## config.mk

```make
export PLATFORM = sky130hd
export DESIGN_NAME = ies_core
export DESIGN_NICKNAME = d
export VERILOG_FILES = /design/src/include/ies_pkg.sv /design/src/hw/ies_core.sv
export SDC_FILE = /design/constraint.sdc
export NUM_CORES = 1
export LEC_CHECK = 0
export ABC_CLOCK_PERIOD_IN_PS = 6000
export BUFFER_PORTS_ARGS = -buffer_cell sky130_fd_sc_hd__buf_2
export CORE_ASPECT_RATIO = 1.25
export CORE_UTILIZATION = 60
export DETAILED_ROUTE_END_ITERATION = 6
export PLACE_DENSITY = 0.84
export SETUP_SLACK_MARGIN = 0.1
export SLEW_MARGIN = 40
export SYNTH_ARGS = -nofsm -noshare
export SYNTH_HDL_FRONTEND = slang
export SYNTH_SLANG_ARGS = --single-unit
```

## constraint.sdc

```tcl
create_clock -name clock_i -period 6 [get_ports clock_i]
set_input_delay 0 -clock clock_i [delete_from_list [all_inputs] [get_ports clock_i]]
set_output_delay 0 -clock clock_i [all_outputs]
set_load 0.02 [all_outputs]
```

## src/include/ies_pkg.sv

```systemverilog
// constants and types of the interrupt entry sequencer
package ies_pkg;
   localparam int NSRC = 8;
   localparam int PCW  = 12;
   localparam int VIW  = 4;

   // register indices on the plain register port
   localparam logic [3:0] A_STATUS = 4'h0;
   localparam logic [3:0] A_CTRL   = 4'h1;
   localparam logic [3:0] A_EN     = 4'h2;
   localparam logic [3:0] A_FLAG   = 4'h3;
   localparam logic [3:0] A_PEND   = 4'h4;
   localparam logic [3:0] A_SPL    = 4'h5;
   localparam logic [3:0] A_SPH    = 4'h6;
   localparam logic [3:0] A_SEQ    = 4'h7;

   localparam int GIE_BIT   = 7;
   localparam int RELOC_BIT = 1;

   // cycle counts as count minus one, loaded for entry, wake and return, counted up to for the reset wait
   localparam logic [3:0] ENTRY_LAST = 4'h3;
   localparam logic [3:0] WAKE_LAST  = 4'h7;
   localparam logic [3:0] RET_LAST   = 4'h3;
   localparam logic [3:0] RST_WAIT   = 4'h5;
   localparam logic [3:0] CNT_HI     = 4'h3;
   localparam logic [3:0] CNT_SP     = 4'h2;
   localparam logic [3:0] CNT_LO     = 4'h1;
   localparam logic [15:0] SP_ONE    = 16'h0001;
   localparam logic [15:0] SP_TWO    = 16'h0002;
   localparam logic [PCW-1:0] RST_PC = 12'h000;

   typedef enum logic [2:0] {
      S_RST = 3'b000,
      S_RUN = 3'b001,
      S_ENT = 3'b010,
      S_RET = 3'b011
   } ies_state_t;

   typedef enum logic [2:0] {
      OP_ADD = 3'b000,
      OP_SUB = 3'b001,
      OP_AND = 3'b010,
      OP_OR  = 3'b011,
      OP_XOR = 3'b100,
      OP_MOV = 3'b101
   } ies_op_t;

   typedef struct packed {
      logic [3:0] addr;
      logic [7:0] wdata;
      logic       wr;
      logic       rd;
   } ies_bus_t;

   typedef struct packed {
      ies_op_t    op;
      logic [7:0] a;
      logic [7:0] b;
      logic [4:0] dst;
      logic       go;
   } ies_alu_t;

   typedef struct packed {
      ies_state_t     state;
      logic [3:0]     cnt;
      logic           gie;
      logic [6:0]     stat;
      logic           vector_relocate_select;
      logic [NSRC-1:0] en;
      logic [NSRC-1:0] flag;
      logic           block;
      logic           wake;
      logic [VIW-1:0] vec;
      logic [15:0]    sp;
      logic [PCW-1:0] ret_pc;
      logic [2:0]     fz_s;
      logic [2:0]     la_s;
      logic [2:0]     lb_s;
      logic           fz;
      logic           la;
      logic           lb;
      logic           stall;
      logic           pc_load;
      logic [PCW-1:0] pc_vec;
      logic           stk_we;
      logic           stk_re;
      logic [15:0]    stk_addr;
      logic [7:0]     stk_wdata;
      logic [7:0]     rdata;
      logic           alu_wr;
      logic [4:0]     alu_dst;
      logic [7:0]     alu_res;
   } ies_st_t;
endpackage : ies_pkg

```

## src/hw/ies_core.sv

```systemverilog
// interrupt entry and return sequencer with register port and alu stage
//
// The implementer's own choices: strobed register access and the placing of the registers.
`timescale 1ns/1ps
module ies_core #(
   parameter logic [ies_pkg::NSRC-1:0] FLAG_TYPE = 8'h7F,
   parameter logic [ies_pkg::PCW-1:0]  BOOT_BASE = 12'hC00,
   parameter logic [ies_pkg::PCW-1:0]  VEC_STEP  = 12'h001
) (
   input  wire logic                     clock_i,
   input  wire logic                     rst_n_i,
   input  wire ies_pkg::ies_bus_t        bus_i,
   output      logic [7:0]               rdata_o,
   input  wire logic [ies_pkg::NSRC-1:0] src_event_i,
   input  wire logic [ies_pkg::NSRC-1:0] src_level_i,
   input  wire logic                     instr_boundary_i,
   input  wire logic                     sei_i,
   input  wire logic                     cli_i,
   input  wire logic                     return_from_irq_op_i,
   input  wire logic                     sleep_i,
   input  wire logic [ies_pkg::PCW-1:0]  pc_i,
   input  wire logic [7:0]               stk_rdata_i,
   input  wire ies_pkg::ies_alu_t        alu_i,
   input  wire logic                     reset_vector_boot_fuse_i,
   input  wire logic                     app_section_lock_bit_i,
   input  wire logic                     boot_section_lock_bit_i,
   output      logic                     stall_o,
   output      logic                     pc_load_o,
   output      logic [ies_pkg::PCW-1:0]  pc_vec_o,
   output      logic                     stk_we_o,
   output      logic                     stk_re_o,
   output      logic [15:0]              stk_addr_o,
   output      logic [7:0]               stk_wdata_o,
   output      logic                     gie_o,
   output      logic                     alu_wr_o,
   output      logic [4:0]               alu_dst_o,
   output      logic [7:0]               alu_res_o
);

   ies_pkg::ies_st_t st_r;
   ies_pkg::ies_st_t st_nxt;

   logic [ies_pkg::NSRC-1:0] pend;
   logic [ies_pkg::NSRC-1:0] req;
   logic [ies_pkg::VIW-1:0]  win;
   logic                     locked;
   logic                     take;
   logic [2:0]               win_idx;

   // lowest set index plus one, zero when nothing requests
   function automatic logic [ies_pkg::VIW-1:0] pick(input logic [ies_pkg::NSRC-1:0] r);
      logic [ies_pkg::VIW-1:0] v;
      v = '0;
      for (int i = ies_pkg::NSRC - 1; i >= 0; i--) begin
         if (r[i]) begin
            v = ies_pkg::VIW'(i + 1);
         end
      end
      return v;
   endfunction : pick

   // vector address, index zero being reset
   function automatic logic [ies_pkg::PCW-1:0] vec_addr(input logic [ies_pkg::VIW-1:0] idx,
                                                        input logic boot);
      logic [ies_pkg::PCW-1:0] base;
      base = boot ? BOOT_BASE : ies_pkg::RST_PC;
      return ies_pkg::PCW'(base + ies_pkg::PCW'(idx) * VEC_STEP);
   endfunction : vec_addr

   function automatic logic [7:0] alu_f(input ies_pkg::ies_op_t op, input logic [7:0] a,
                                        input logic [7:0] b);
      case (op)
         ies_pkg::OP_ADD: return 8'(a + b);
         ies_pkg::OP_SUB: return 8'(a - b);
         ies_pkg::OP_AND: return a & b;
         ies_pkg::OP_OR:  return a | b;
         ies_pkg::OP_XOR: return a ^ b;
         ies_pkg::OP_MOV: return b;
         default:         return 8'h00;
      endcase
   endfunction : alu_f

   always_comb begin
      // flag sources use their flag, level sources the live condition
      pend = (st_r.flag & FLAG_TYPE) | (src_level_i & ~FLAG_TYPE);
      req = pend & st_r.en;
      win = pick(req);
      win_idx = 3'(win - 4'h1);
      locked = (st_r.la && pc_i >= BOOT_BASE && !st_r.vector_relocate_select) ||
               (st_r.lb && pc_i < BOOT_BASE && st_r.vector_relocate_select);
      take = (instr_boundary_i || sleep_i) && !st_r.block && st_r.gie &&
             !cli_i && !locked && (win != '0) && !return_from_irq_op_i;
   end

   always_comb begin
      st_nxt = st_r;
      st_nxt.pc_load = 1'b0;
      st_nxt.stk_we = 1'b0;
      st_nxt.stk_re = 1'b0;
      st_nxt.rdata = 8'h00;

      // pin straps: three stages, take a change when the last two agree
      st_nxt.fz_s = {st_r.fz_s[1:0], reset_vector_boot_fuse_i};
      st_nxt.la_s = {st_r.la_s[1:0], app_section_lock_bit_i};
      st_nxt.lb_s = {st_r.lb_s[1:0], boot_section_lock_bit_i};
      if (st_r.fz_s[2] == st_r.fz_s[1]) begin
         st_nxt.fz = st_r.fz_s[2];
      end
      if (st_r.la_s[2] == st_r.la_s[1]) begin
         st_nxt.la = st_r.la_s[2];
      end
      if (st_r.lb_s[2] == st_r.lb_s[1]) begin
         st_nxt.lb = st_r.lb_s[2];
      end

      // single-cycle alu write-back
      st_nxt.alu_wr = alu_i.go;
      st_nxt.alu_dst = alu_i.dst;
      st_nxt.alu_res = alu_f(alu_i.op, alu_i.a, alu_i.b);

      // register port
      if (bus_i.wr) begin
         case (bus_i.addr)
            ies_pkg::A_STATUS: begin
               st_nxt.gie = bus_i.wdata[ies_pkg::GIE_BIT];
               st_nxt.stat = bus_i.wdata[ies_pkg::GIE_BIT-1:0];
            end
            ies_pkg::A_CTRL: st_nxt.vector_relocate_select = bus_i.wdata[ies_pkg::RELOC_BIT];
            ies_pkg::A_EN:   st_nxt.en = bus_i.wdata;
            ies_pkg::A_FLAG: st_nxt.flag = st_r.flag & ~bus_i.wdata;
            ies_pkg::A_SPL:  st_nxt.sp[7:0] = bus_i.wdata;
            ies_pkg::A_SPH:  st_nxt.sp[15:8] = bus_i.wdata;
            default: ;
         endcase
      end
      if (bus_i.rd) begin
         case (bus_i.addr)
            ies_pkg::A_STATUS: st_nxt.rdata = {st_r.gie, st_r.stat};
            ies_pkg::A_CTRL:   st_nxt.rdata = {6'h00, st_r.vector_relocate_select, 1'b0};
            ies_pkg::A_EN:     st_nxt.rdata = st_r.en;
            ies_pkg::A_FLAG:   st_nxt.rdata = st_r.flag;
            ies_pkg::A_PEND:   st_nxt.rdata = pend;
            ies_pkg::A_SPL:    st_nxt.rdata = st_r.sp[7:0];
            ies_pkg::A_SPH:    st_nxt.rdata = st_r.sp[15:8];
            ies_pkg::A_SEQ:    st_nxt.rdata = {st_r.state, st_r.block, st_r.wake, 3'h0};
            default:           st_nxt.rdata = 8'h00;
         endcase
      end

      // global enable instructions from the pipeline
      if (sei_i) begin
         st_nxt.gie = 1'b1;
         st_nxt.block = 1'b1;
      end
      if (cli_i) begin
         st_nxt.gie = 1'b0;
      end

      case (st_r.state)
         ies_pkg::S_RST: begin
            st_nxt.cnt = 4'(st_r.cnt + 4'h1);
            if (st_r.cnt == ies_pkg::RST_WAIT) begin
               st_nxt.state = ies_pkg::S_RUN;
               st_nxt.pc_load = 1'b1;
               st_nxt.pc_vec = vec_addr('0, st_r.fz);
            end
         end
         ies_pkg::S_RUN: begin
            if (st_r.block && instr_boundary_i) begin
               st_nxt.block = sei_i;
            end
            if (return_from_irq_op_i) begin
               st_nxt.state = ies_pkg::S_RET;
               st_nxt.cnt = ies_pkg::RET_LAST;
               st_nxt.stk_re = 1'b1;
               st_nxt.stk_addr = 16'(st_r.sp + ies_pkg::SP_ONE);
            end else if (take) begin
               st_nxt.state = ies_pkg::S_ENT;
               st_nxt.wake = sleep_i;
               st_nxt.cnt = sleep_i ? ies_pkg::WAKE_LAST : ies_pkg::ENTRY_LAST;
               st_nxt.gie = 1'b0;
               st_nxt.vec = win;
               st_nxt.ret_pc = pc_i;
               st_nxt.stk_we = 1'b1;
               st_nxt.stk_addr = st_r.sp;
               st_nxt.stk_wdata = pc_i[7:0];
            end
         end
         ies_pkg::S_ENT: begin
            st_nxt.cnt = 4'(st_r.cnt - 4'h1);
            if (st_r.cnt == (st_r.wake ? ies_pkg::WAKE_LAST : ies_pkg::ENTRY_LAST)) begin
               st_nxt.stk_we = 1'b1;
               st_nxt.stk_addr = 16'(st_r.sp - ies_pkg::SP_ONE);
               st_nxt.stk_wdata = 8'(st_r.ret_pc >> 8);
               st_nxt.sp = 16'(st_r.sp - ies_pkg::SP_TWO);
            end
            if (st_r.cnt == '0) begin
               st_nxt.state = ies_pkg::S_RUN;
               st_nxt.wake = 1'b0;
               st_nxt.pc_load = 1'b1;
               st_nxt.pc_vec = vec_addr(st_r.vec, st_r.vector_relocate_select);
            end
         end
         ies_pkg::S_RET: begin
            st_nxt.cnt = 4'(st_r.cnt - 4'h1);
            if (st_r.cnt == ies_pkg::CNT_HI) begin
               st_nxt.stk_re = 1'b1;
               st_nxt.stk_addr = 16'(st_r.sp + ies_pkg::SP_TWO);
            end
            if (st_r.cnt == ies_pkg::CNT_SP) begin
               st_nxt.ret_pc = {stk_rdata_i[ies_pkg::PCW-9:0], st_r.ret_pc[7:0]};
            end
            if (st_r.cnt == ies_pkg::CNT_LO) begin
               st_nxt.ret_pc[7:0] = stk_rdata_i;
               st_nxt.sp = 16'(st_r.sp + ies_pkg::SP_TWO);
            end
            if (st_r.cnt == '0) begin
               st_nxt.state = ies_pkg::S_RUN;
               st_nxt.pc_load = 1'b1;
               st_nxt.pc_vec = st_r.ret_pc;
               st_nxt.gie = 1'b1;
               st_nxt.block = 1'b1;
            end
         end
         default: begin
            st_nxt.state = ies_pkg::S_RUN;
         end
      endcase

      // new events win over any clear in the same cycle
      if (take && FLAG_TYPE[win_idx]) begin
         st_nxt.flag[win_idx] = 1'b0;
      end
      st_nxt.flag = st_nxt.flag | (src_event_i & FLAG_TYPE);
      st_nxt.stall = st_nxt.state != ies_pkg::S_RUN;
   end

   // status low bits untouched by entry and return
   always_ff @(posedge clock_i) begin
      if (!rst_n_i) begin
         st_r <= '0;
      end else begin
         st_r <= st_nxt;
      end
   end

   assign rdata_o     = st_r.rdata;
   assign stall_o     = st_r.stall;
   assign pc_load_o   = st_r.pc_load;
   assign pc_vec_o    = st_r.pc_vec;
   assign stk_we_o    = st_r.stk_we;
   assign stk_re_o    = st_r.stk_re;
   assign stk_addr_o  = st_r.stk_addr;
   assign stk_wdata_o = st_r.stk_wdata;
   assign gie_o       = st_r.gie;
   assign alu_wr_o    = st_r.alu_wr;
   assign alu_dst_o   = st_r.alu_dst;
   assign alu_res_o   = st_r.alu_res;

   logic                     ent_start;
   logic                     ret_start;
   logic [ies_pkg::NSRC-1:0] ent_bit;
   // first cycle of entry or return, known from the freshly loaded count
   assign ent_start = st_r.state == ies_pkg::S_ENT &&
                      st_r.cnt == (st_r.wake ? ies_pkg::WAKE_LAST : ies_pkg::ENTRY_LAST);
   assign ret_start = st_r.state == ies_pkg::S_RET && st_r.cnt == ies_pkg::RET_LAST;
   // one-hot of the source being vectored
   assign ent_bit   = ies_pkg::NSRC'(1) << 3'(st_r.vec - 4'h1);
endmodule : ies_core

```

==> results.txt, run 1 <==
The run finished, with violations left. The checks that failed: design-rule violations. From synthesis to final layout, the design area changed by 14.90%. The final weighted congestion in routability-driven placement is 0.9663. After technology mapping, the gate count stands at 1139. Max-cap violations in this run came to 0.

The number of detailed-route iterations in the first pass is 7. For this run, the slowest stage of the critical path takes 0.59 ns. The number of distinct standard cells referenced by the synthesized netlist is 87.

The number of buffer and inverter stages on the critical path came out at 2. Walking the worst path, the cells encountered are nand2_1 > a32o_1 > a31oi_1 > ha_1 > inv_1 > o2111a_2 > a31o_2 > nor2_1 > a311oi_1 > dlygate4sd3_1. The final max-slew violation count is 0. The number of setup violations in the final report is 0. The standby leakage power came out at 4.346 nW.

The first global-routing pass estimated 42860 µm of wire. The register bit count reported by yosys is 140. The full die area came out at 0.01550 mm². The post-layout worst setup margin is 2.646 ns. The worst relative slew slack came out at 42.81%.

The category of the worst setup path capture point is a register. The total non-filler cell area in the finished layout is 0.01034 mm². The synthesized netlist devotes 5.227% of its cell area to adder and majority cells.

The number of nets at the end of the flow came out at 1343. The vertical die dimension is 138.9 µm. The timing-limited maximum frequency is 298.2 MHz. The data arrival time at the worst-slack endpoint is 3.68 ns. The floorplan step set the die width to 111.5 µm. After synthesis, flip-flops and latches occupy 31.14% of the total area.

The most instantiated flip-flop cell in the synthesis netlist is dfxtp_1. The detailed-route wire length is 26840 µm. The post-route antenna net violation count is 0. The largest area contributor in the netlist is dfxtp_1. The pin count of the biggest net entering global routing came out at 62. The placeable core area is 0.01453 mm². After Yosys synthesis, and, or, nand and nor cells account for 22.23% of the synthesized area. The fraction of synthesized cell area in xor and xnor cells is 1.557%.

The portion of netlist area occupied by mux cells is 6.409%. The peak supply drop came out at 0.1730 mV. Along the worst path, the maximum fanout reaches 13. The classification of the worst-slack hold path is in -> reg. Subtracting the final worst setup slack from the clock period gives 3.354 ns. The number of filler instances in the final layout is 1106. The HPWL after detailed placement came out at 17350 µm. The share of the cycle needed by the critical path after routing is 55.90%. In the routed design, unresolved DRC markers number 16.

The commonest cells after synthesis are 140 x dfxtp_1, 123 x nand2_1, 117 x nor2_1. TritonCTS built the clock tree. The count of buffers added by post-CTS timing repair for setup came out at 0. The worst-skew pair later-pin latency is 0.43 ns. The clock sink count is 140. The worst slack at placement came out at 2.959 ns. The number of synthesized flops with an enable pin is 0. The final antenna diode count came out at 0. In the final routed layout, each cell accounts on average for 19.01 µm.

The total count of hold-check failures in the final report is 0. The kind of cell with the highest combined delay along the critical path is compound AO/OA/AOI/OAI gates. The finished layout holds 1412 standard cells, fillers aside. The count of vias placed by the detailed router is 9261. The dominant cell by count in the synthesized netlist is dfxtp_1. The worst clock skew came out at 0.01173 ns. The critical path data required time came out at 6.32 ns. The multi-input combinational cells in the finished layout cover a total of 0.005299 mm². The detailed-route vias per instance is 6.559. The clock tree buffer depth came out at 2. The fraction of registers with async set/reset came out at 0%. The total negative slack for setup checks came out at 0 ns. The number of global-route vias before repair is 8998.

In this run, the number of DRC markers left after iteration 0 of detailed routing was 1108. After synthesis, the largest family of logic cells by area is compound AO/OA/AOI/OAI gates. The post-CTS clock slew at the launch and capture registers of the worst setup and hold paths is 0.07 ns. The slowest stage of the critical path is the dlygate4sd3_1 cell. The top-level I/O count came out at 148. The maximum level of the CTS H-tree is 4. The count of buffers inserted at the top-level ports is 139.

Setup repair after global routing left no endpoint under its margin. The placement-stage cell area came out at 0.009183 mm². By startpoint and endpoint, the worst setup path is classified as reg -> reg. A synthesized cell averages 7.902 µm². The root buffer cell chosen for the clock tree is clkbuf_16. The number of nets handed over by synthesis was 1261. In this run, CTS created clock tree buffers numbering 17. The cell area that synthesis handed to floorplanning was 0.009000 mm².

The total global routing track utilization is 34.23%. The post-cts sizing count came out at 0. The total overflow reported by the global router is 0.

The measured slew at the worst slew-check pin came out at 0.8578 ns. The number of antenna violations at the first check in global routing came to 0. Cells with a size suffix above 1 make up 17.26% of the layout. The area of all sequential standard cells came out at 0.002804 mm². The cell count after placement is 1326. The total of hold buffers inserted after clock tree synthesis is 54. In the post-synthesis netlist, the biggest area contributors are dfxtp_1 31%, nand2_1 5.1%, ha_1 5.0%.

The number of standard-cell rows in the floorplan came out at 49. The starting utilization of the core area came out at 61.94%. In this run the power density over the cells is 244.1 mW/mm². Summing the areas of all compound-gate instances in the mapped netlist gives 23.33% of the synthesized area. In this run the biggest area consumer among cell types represents 31.14% of the synthesized area. STA classifies the critical path startpoint as a register. The Yosys step of the flow raised 0 warnings.
-- cells in the final DEF, fill, tap and decap left out, types with 13 or more instances in the layout --
| cell type | n |
|---|---|
| a211oi_1 | 14 |
| a21oi_1 | 85 |
| a31oi_1 | 16 |
| and2_1 | 24 |
| and3_1 | 14 |
| buf_2 | 139 |
| clkbuf_16 | 17 |
| dfxtp_1 | 139 |
| dlygate4sd3_1 | 54 |
| ha_1 | 36 |
| inv_1 | 35 |
| mux2i_1 | 43 |
| nand2_1 | 123 |
| nand3_1 | 27 |
| nand4_1 | 13 |
| nor2_1 | 116 |
| nor3_1 | 23 |
| o21ai_0 | 60 |
-- worst register-to-register path: cells and delay by family (launching register included) --
| family | cells | cell delay [ns] |
|---|---|---|
| AOI/OAI and AO/OA | 5 | 1.53 |
| adders and majority gates | 1 | 0.32 |
| buffers and inverters | 2 | 0.70 |
| DFF | 1 | 0.43 |
| and+or+nand+nor | 2 | 0.27 |
-- final cells by class --
type / instances / share of cell area (%)
timing repair buffer: 197 / 12.24
clock buffer: 17 / 4.114
clock inverter: 15 / 1.827
multi-input combinational: 829 / 51.24
tap: 178 / 2.154
inverter: 36 / 1.307
sequential: 140 / 27.11
-- where the power goes --
part | switching, mW | internal [mW] | total (mW)
sequential | 0.0483 | 0.958 | 1.01
clock | 0.510 | 0.567 | 1.08
combinational | 0.259 | 0.181 | 0.440
total | 0.818 | 1.71 | 2.52
-- final timing paths --
kind	cells after the start	slack [ns]	from	end
max	10	2.65	st_r[109]$_SDFF_PN0_	st_r[83]$_SDFFE_PN0P_
max reg2reg	10	2.65	st_r[109]$_SDFF_PN0_	st_r[83]$_SDFFE_PN0P_
min reg2reg	1	0.43	st_nxt[69]$_SDFF_PN0_	st_nxt[70]$_SDFF_PN0_
min	2	0.001	alu_i[24]	alu_res_o[6]$_SDFF_PN0_
-- per-layer routing --
layer	up-vias	track usage (%)	routed length (µm)
met3	165	6.687	2220
li1	4207	-	-
met5	-	0	0
met4	0	22.83	1729
met2	600	60.76	13090
met1	4289	36.75	9797
-- flip-flops by register name (all words and copies together) (netlist names) --
| register | count |
|---|---|
| stall_o | 1 |
| stk_addr_o | 16 |
| stk_re_o | 1 |
| alu_dst_o | 5 |
| pc_vec_o | 12 |
| stk_we_o | 1 |
| stk_wdata_o | 8 |
| pc_load_o | 1 |
| st_nxt | 6 |
| rdata_o | 8 |
| gie_o | 1 |
| alu_wr_o | 1 |
| alu_res_o | 8 |
| st_r | 71 |
-- kinds of logic after synthesis --
| group | after synthesis |
|---|---|
| compound gates | 312 |
| xor+xnor | 16 |
| fa+ha+maj | 37 |
| buf+inv | 170 |
| flops | 140 |
| mux | 54 |
| other cells | 1 |
| simple gates | 409 |
-- stage by stage --
stage          utilization, %  total power, mW  hold slack, ns
6_report                71.17            2.524       0.0009595
5_1_grt                 71.17            2.609         0.01765
4_1_cts                 71.14            2.505        0.007359
3_5_place_dp            63.20            1.420          0.2087
3_3_place_gp            63.20            1.413          0.2040
2_1_floorplan               -            1.321          0.1206
Note: power is estimated with default switching activity, not from simulation.
==> run 2: changes to the inputs <==
--- a/config.mk
+++ b/config.mk
@@ -5,12 +5,12 @@
 export SDC_FILE = /design/constraint.sdc
 export NUM_CORES = 1
 export LEC_CHECK = 0
-export ABC_CLOCK_PERIOD_IN_PS = 6000
+export ABC_CLOCK_PERIOD_IN_PS = 3100
 export BUFFER_PORTS_ARGS = -buffer_cell sky130_fd_sc_hd__buf_2
 export CORE_ASPECT_RATIO = 1.25
-export CORE_UTILIZATION = 60
+export CORE_UTILIZATION = 58
 export DETAILED_ROUTE_END_ITERATION = 6
-export PLACE_DENSITY = 0.84
+export PLACE_DENSITY = 0.82
 export SETUP_SLACK_MARGIN = 0.1
 export SLEW_MARGIN = 40
 export SYNTH_ARGS = -nofsm -noshare
==> constraint.sdc (replaced) <==
create_clock -name clock_i -period 3.1 [get_ports clock_i]
set_input_delay 0 -clock clock_i [delete_from_list [all_inputs] [get_ports clock_i]]
set_output_delay 0 -clock clock_i [all_outputs]
set_load 0.02 [all_outputs]
==> run 2 against run 1 <==
The run now ends clean; sequential cell count unchanged; clock-buffer cell count up 1; first-iteration DRC count up 5.8%; total power up 94%; non-clock buffer count up 22; core utilization down 1.3 points; via count down 0.36%; critical path type unchanged; critical endpoint is now st_r[85]$_SDFFE_PN0P_; highest routed layer unchanged.
==> results.txt, run 2 (synthesis results as in run 1) <==
The number of flip-flops in the largest register came to 71 (unchanged). The cell area power density came out at 464.4 mW/mm² (+90%). In this run the critical register-to-register path is captured at st_r[85]$_SDFFE_PN0P_. The number of nets at the end of the flow came out at 1365 (+1.6%). Leaving out fill and tap cells, the most frequent cell in the layout is dfxtp_1. The total negative slack for setup checks is 0 ns (unchanged).

The worst clock skew came to 0.007868 ns (-0.003861 ns). The share of total power consumed by net switching came out at 29.70% (-2.7 points). The root buffer cell chosen for the clock tree is clkbuf_16. By startpoint and endpoint, the worst setup path is classified as reg -> reg. The number of standard-cell rows in the floorplan is 50 (+2.0%). The total non-filler cell area in the finished layout is 0.01053 mm² (+1.9%).

The depth of the most critical reg-to-reg path came out at 10 (unchanged). The measured slew at the worst slew-check pin is 0.8341 ns (-0.02369 ns). The top-level I/O count came out at 148 (unchanged). The wire length of the first global-routing pass is 42860 µm (about the same). The placement-stage cell area is 0.009378 mm² (+2.1%). The standby leakage power came out at 4.457 nW (+2.6%). The vertical die dimension came out at 141.3 µm (+1.7%).

The total global routing track utilization came to 33.93% (-0.30 points). The number of detailed-route iterations in the first pass is 6 (-1). The run finished with clean final reports.

The final max-slew violation count is 0 (unchanged). The fraction of final layout cells with drive strength greater than 1 came to 18.65% (+1.4 points). The share of power burned in registers came out at 39.5% (-0.4 points). The number of clock buffers inserted by TritonCTS is 17 (unchanged). The worst-skew pair later-pin latency was 0.43 ns (about the same). The critical path data required time came out at 3.47 ns (-2.85 ns).

TritonCTS built the clock tree. The number of DRC markers after the initial detailed-route iteration came out at 1172 (+5.8%). The final weighted congestion in routability-driven placement is 0.9393 (-2.8%). The worst register-to-register path begins at st_r[111]$_SDFF_PN0_. The worst setup path is launched from a register. The placeable core area is 0.01508 mm² (+3.8%). The share of the cycle needed by the critical path after routing came out at 93.77% (+38 points). The number of setup violations in the final report came out at 0 (unchanged). The maximum level of the CTS H-tree came out at 4 (unchanged). The maximum fanout count along the critical path came to 8 (-5). The detailed-route wire length came out at 27600 µm (+2.8%). The timing-limited maximum frequency came out at 344.0 MHz (+15%).

The clock tree buffer depth came out at 2 (unchanged). The die extent in x came out at 113.4 µm (+1.7%). The worst setup path is captured at a register.

The starting utilization of the core area came out at 59.69% (-2.2 points). The most critical setup path has its endpoint at st_r[85]$_SDFFE_PN0P_. The total count of hold-check failures in the final report came to 0 (unchanged). The HPWL after detailed placement came to 18360 µm (+5.8%). The post-route antenna net violation count came out at 0 (unchanged). The time the worst path needs with I/O delays and setup came to 2.907 ns (-0.4469 ns). The layout-stage area growth over the synthesis result is 17.04%.

The clock sink count came out at 140 (unchanged). The final antenna diode count is 0 (unchanged). The worst relative slew slack came out at 44.31% (+1.5 points). The average wire length per cell after detail routing is 18.86 µm (-0.75%). The internal power contribution came to 3.439 mW (+100%). The pin count of the biggest net entering global routing came out at 59 (-4.8%).

The classification of the worst-slack hold path is in -> reg. The switching power came out at 1.453 mW (+78%). Setup repair after global routing left no endpoint under its margin. The detailed-route vias per instance came out at 6.308 (-3.8%). The full die area is 0.01602 mm² (+3.4%). The number of global-route vias before repair is 8587 (-4.6%). The post-CTS clock slew at the launch and capture registers of the worst setup and hold paths is 0.07 ns (about the same).

The setup slack on the worst flop-to-flop path came out at 0.19 ns (-2.45 ns). The count of buffers inserted at the top-level ports came out at 139 (unchanged). The data arrival time at the worst-slack endpoint was 3.28 ns (-0.40 ns). The count of vias placed by the detailed router came out at 9228 (-0.36%). Tracing the worst setup path back leads to its startpoint at st_r[111]$_SDFF_PN0_. The number of antenna violations at the first check in global routing came to 0 (unchanged). The total overflow reported by the global router came out at 0 (unchanged). The reported max-cap violation count is 0 (unchanged).

The count of unresolved DRC violations after routing is 0 (-16). In the layout the commonest cells are 140 x dfxtp_1, 139 x buf_2, 123 x nand2_1. The relative contribution of combinational cells to total power is 17.8% (+0.4 points). The peak supply drop came out at 0.3548 mV (+110%). More flip-flops sit in one register than any other, and that register is st_r.

The clock share of power came out at 42.7% (about the same).
==> run 2: changes by cell type in the layout (fill, tap and decap cells not counted), moves of 2 or more <==
cell,change
buf_4,+23
clkinv_8,-5
inv_6,+4
inv_8,-3
bufinv_16,+2
==> run 2: what timing repair did <==
item,in CTS,in global routing
endpoints found under the setup margin,0,4
hold buffers,52,1
endpoints found under the hold margin,65,1
resized for setup,0,2
buffers inserted,0,2
==> run 2: final cells by class <==
cell class / count / area, µm²
inverter: 36 / 135.1
fill: 1146 / 4543
clock inverter: 13 / 156.4
tap: 208 / 260.3
multi-input combinational: 829 / 5311
timing repair buffer: 219 / 1429
sequential: 140 / 2803
clock buffer: 18 / 439.2
==> run 2: worst min path at each step <==
stage                             startpoint  depth (start not counted)                     end  slack [ns]
floorplan                              sei_i                          2    st_r[107]$_SDFF_PN0_        0.12
global placement                    alu_i[0]                          2     alu_wr_o$_SDFF_PN0_        0.21
detailed placement  reset_vector_boot_fuse_i                          2   st_nxt[72]$_SDFF_PN0_        0.21
CTS                           stk_rdata_i[5]                          3   st_r[79]$_SDFFE_PN0P_       0.004
global route                         sleep_i                          4  st_r[106]$_SDFFE_PN0P_        0.03
finish                               sleep_i                          4  st_r[106]$_SDFFE_PN0P_        0.01
==> run 2: through the flow <==
step | util, % | cells | hold WS [ns] | power [mW] | worst slack, ns
2_1_floorplan | - | 1139 | 0.1206 | 2.557 | 0.5256
3_3_place_gp | 62.20 | 1377 | 0.2072 | 2.750 | 0.4776
3_5_place_dp | 62.20 | 1377 | 0.2081 | 2.765 | 0.4436
4_1_cts | 69.60 | 1460 | 0.004304 | 4.869 | 0.1520
5_1_grt | 69.87 | 1463 | 0.02576 | 5.077 | 0.1019
6_report | 69.87 | 1463 | 0.01456 | 4.892 | 0.1931
==> run 2: per-layer routing <==
metal / track usage (%) / wire length, µm
met5: 0 / 0
met3: 6.963 / 2365
met1: 37.93 / 10030
met4: 22.23 / 1686
met2: 58.41 / 13510
==> run 2: worst max-delay path, cell delays in order (launching register included) <==
cell and delay [ns]:
dfxtp_1 0.34, a22o_1 0.29, nand2b_1 0.16, a32o_1 0.28
ha_1 0.22, inv_1 0.15, o2111a_2 0.29, a31o_4 0.18
nor2_1 0.07, a311oi_2 0.26, dlygate4sd3_1 0.60
==> run 2: power by group through the flow <==
stage          combinational (mW)  clock, mW  sequential [mW]
5_1_grt                     0.956       2.18             1.94
6_report                    0.872       2.09             1.93
3_3_place_gp                0.782          0             1.97
3_5_place_dp                0.797          0             1.97
2_1_floorplan               0.629          0             1.93
4_1_cts                     0.851       2.09             1.93
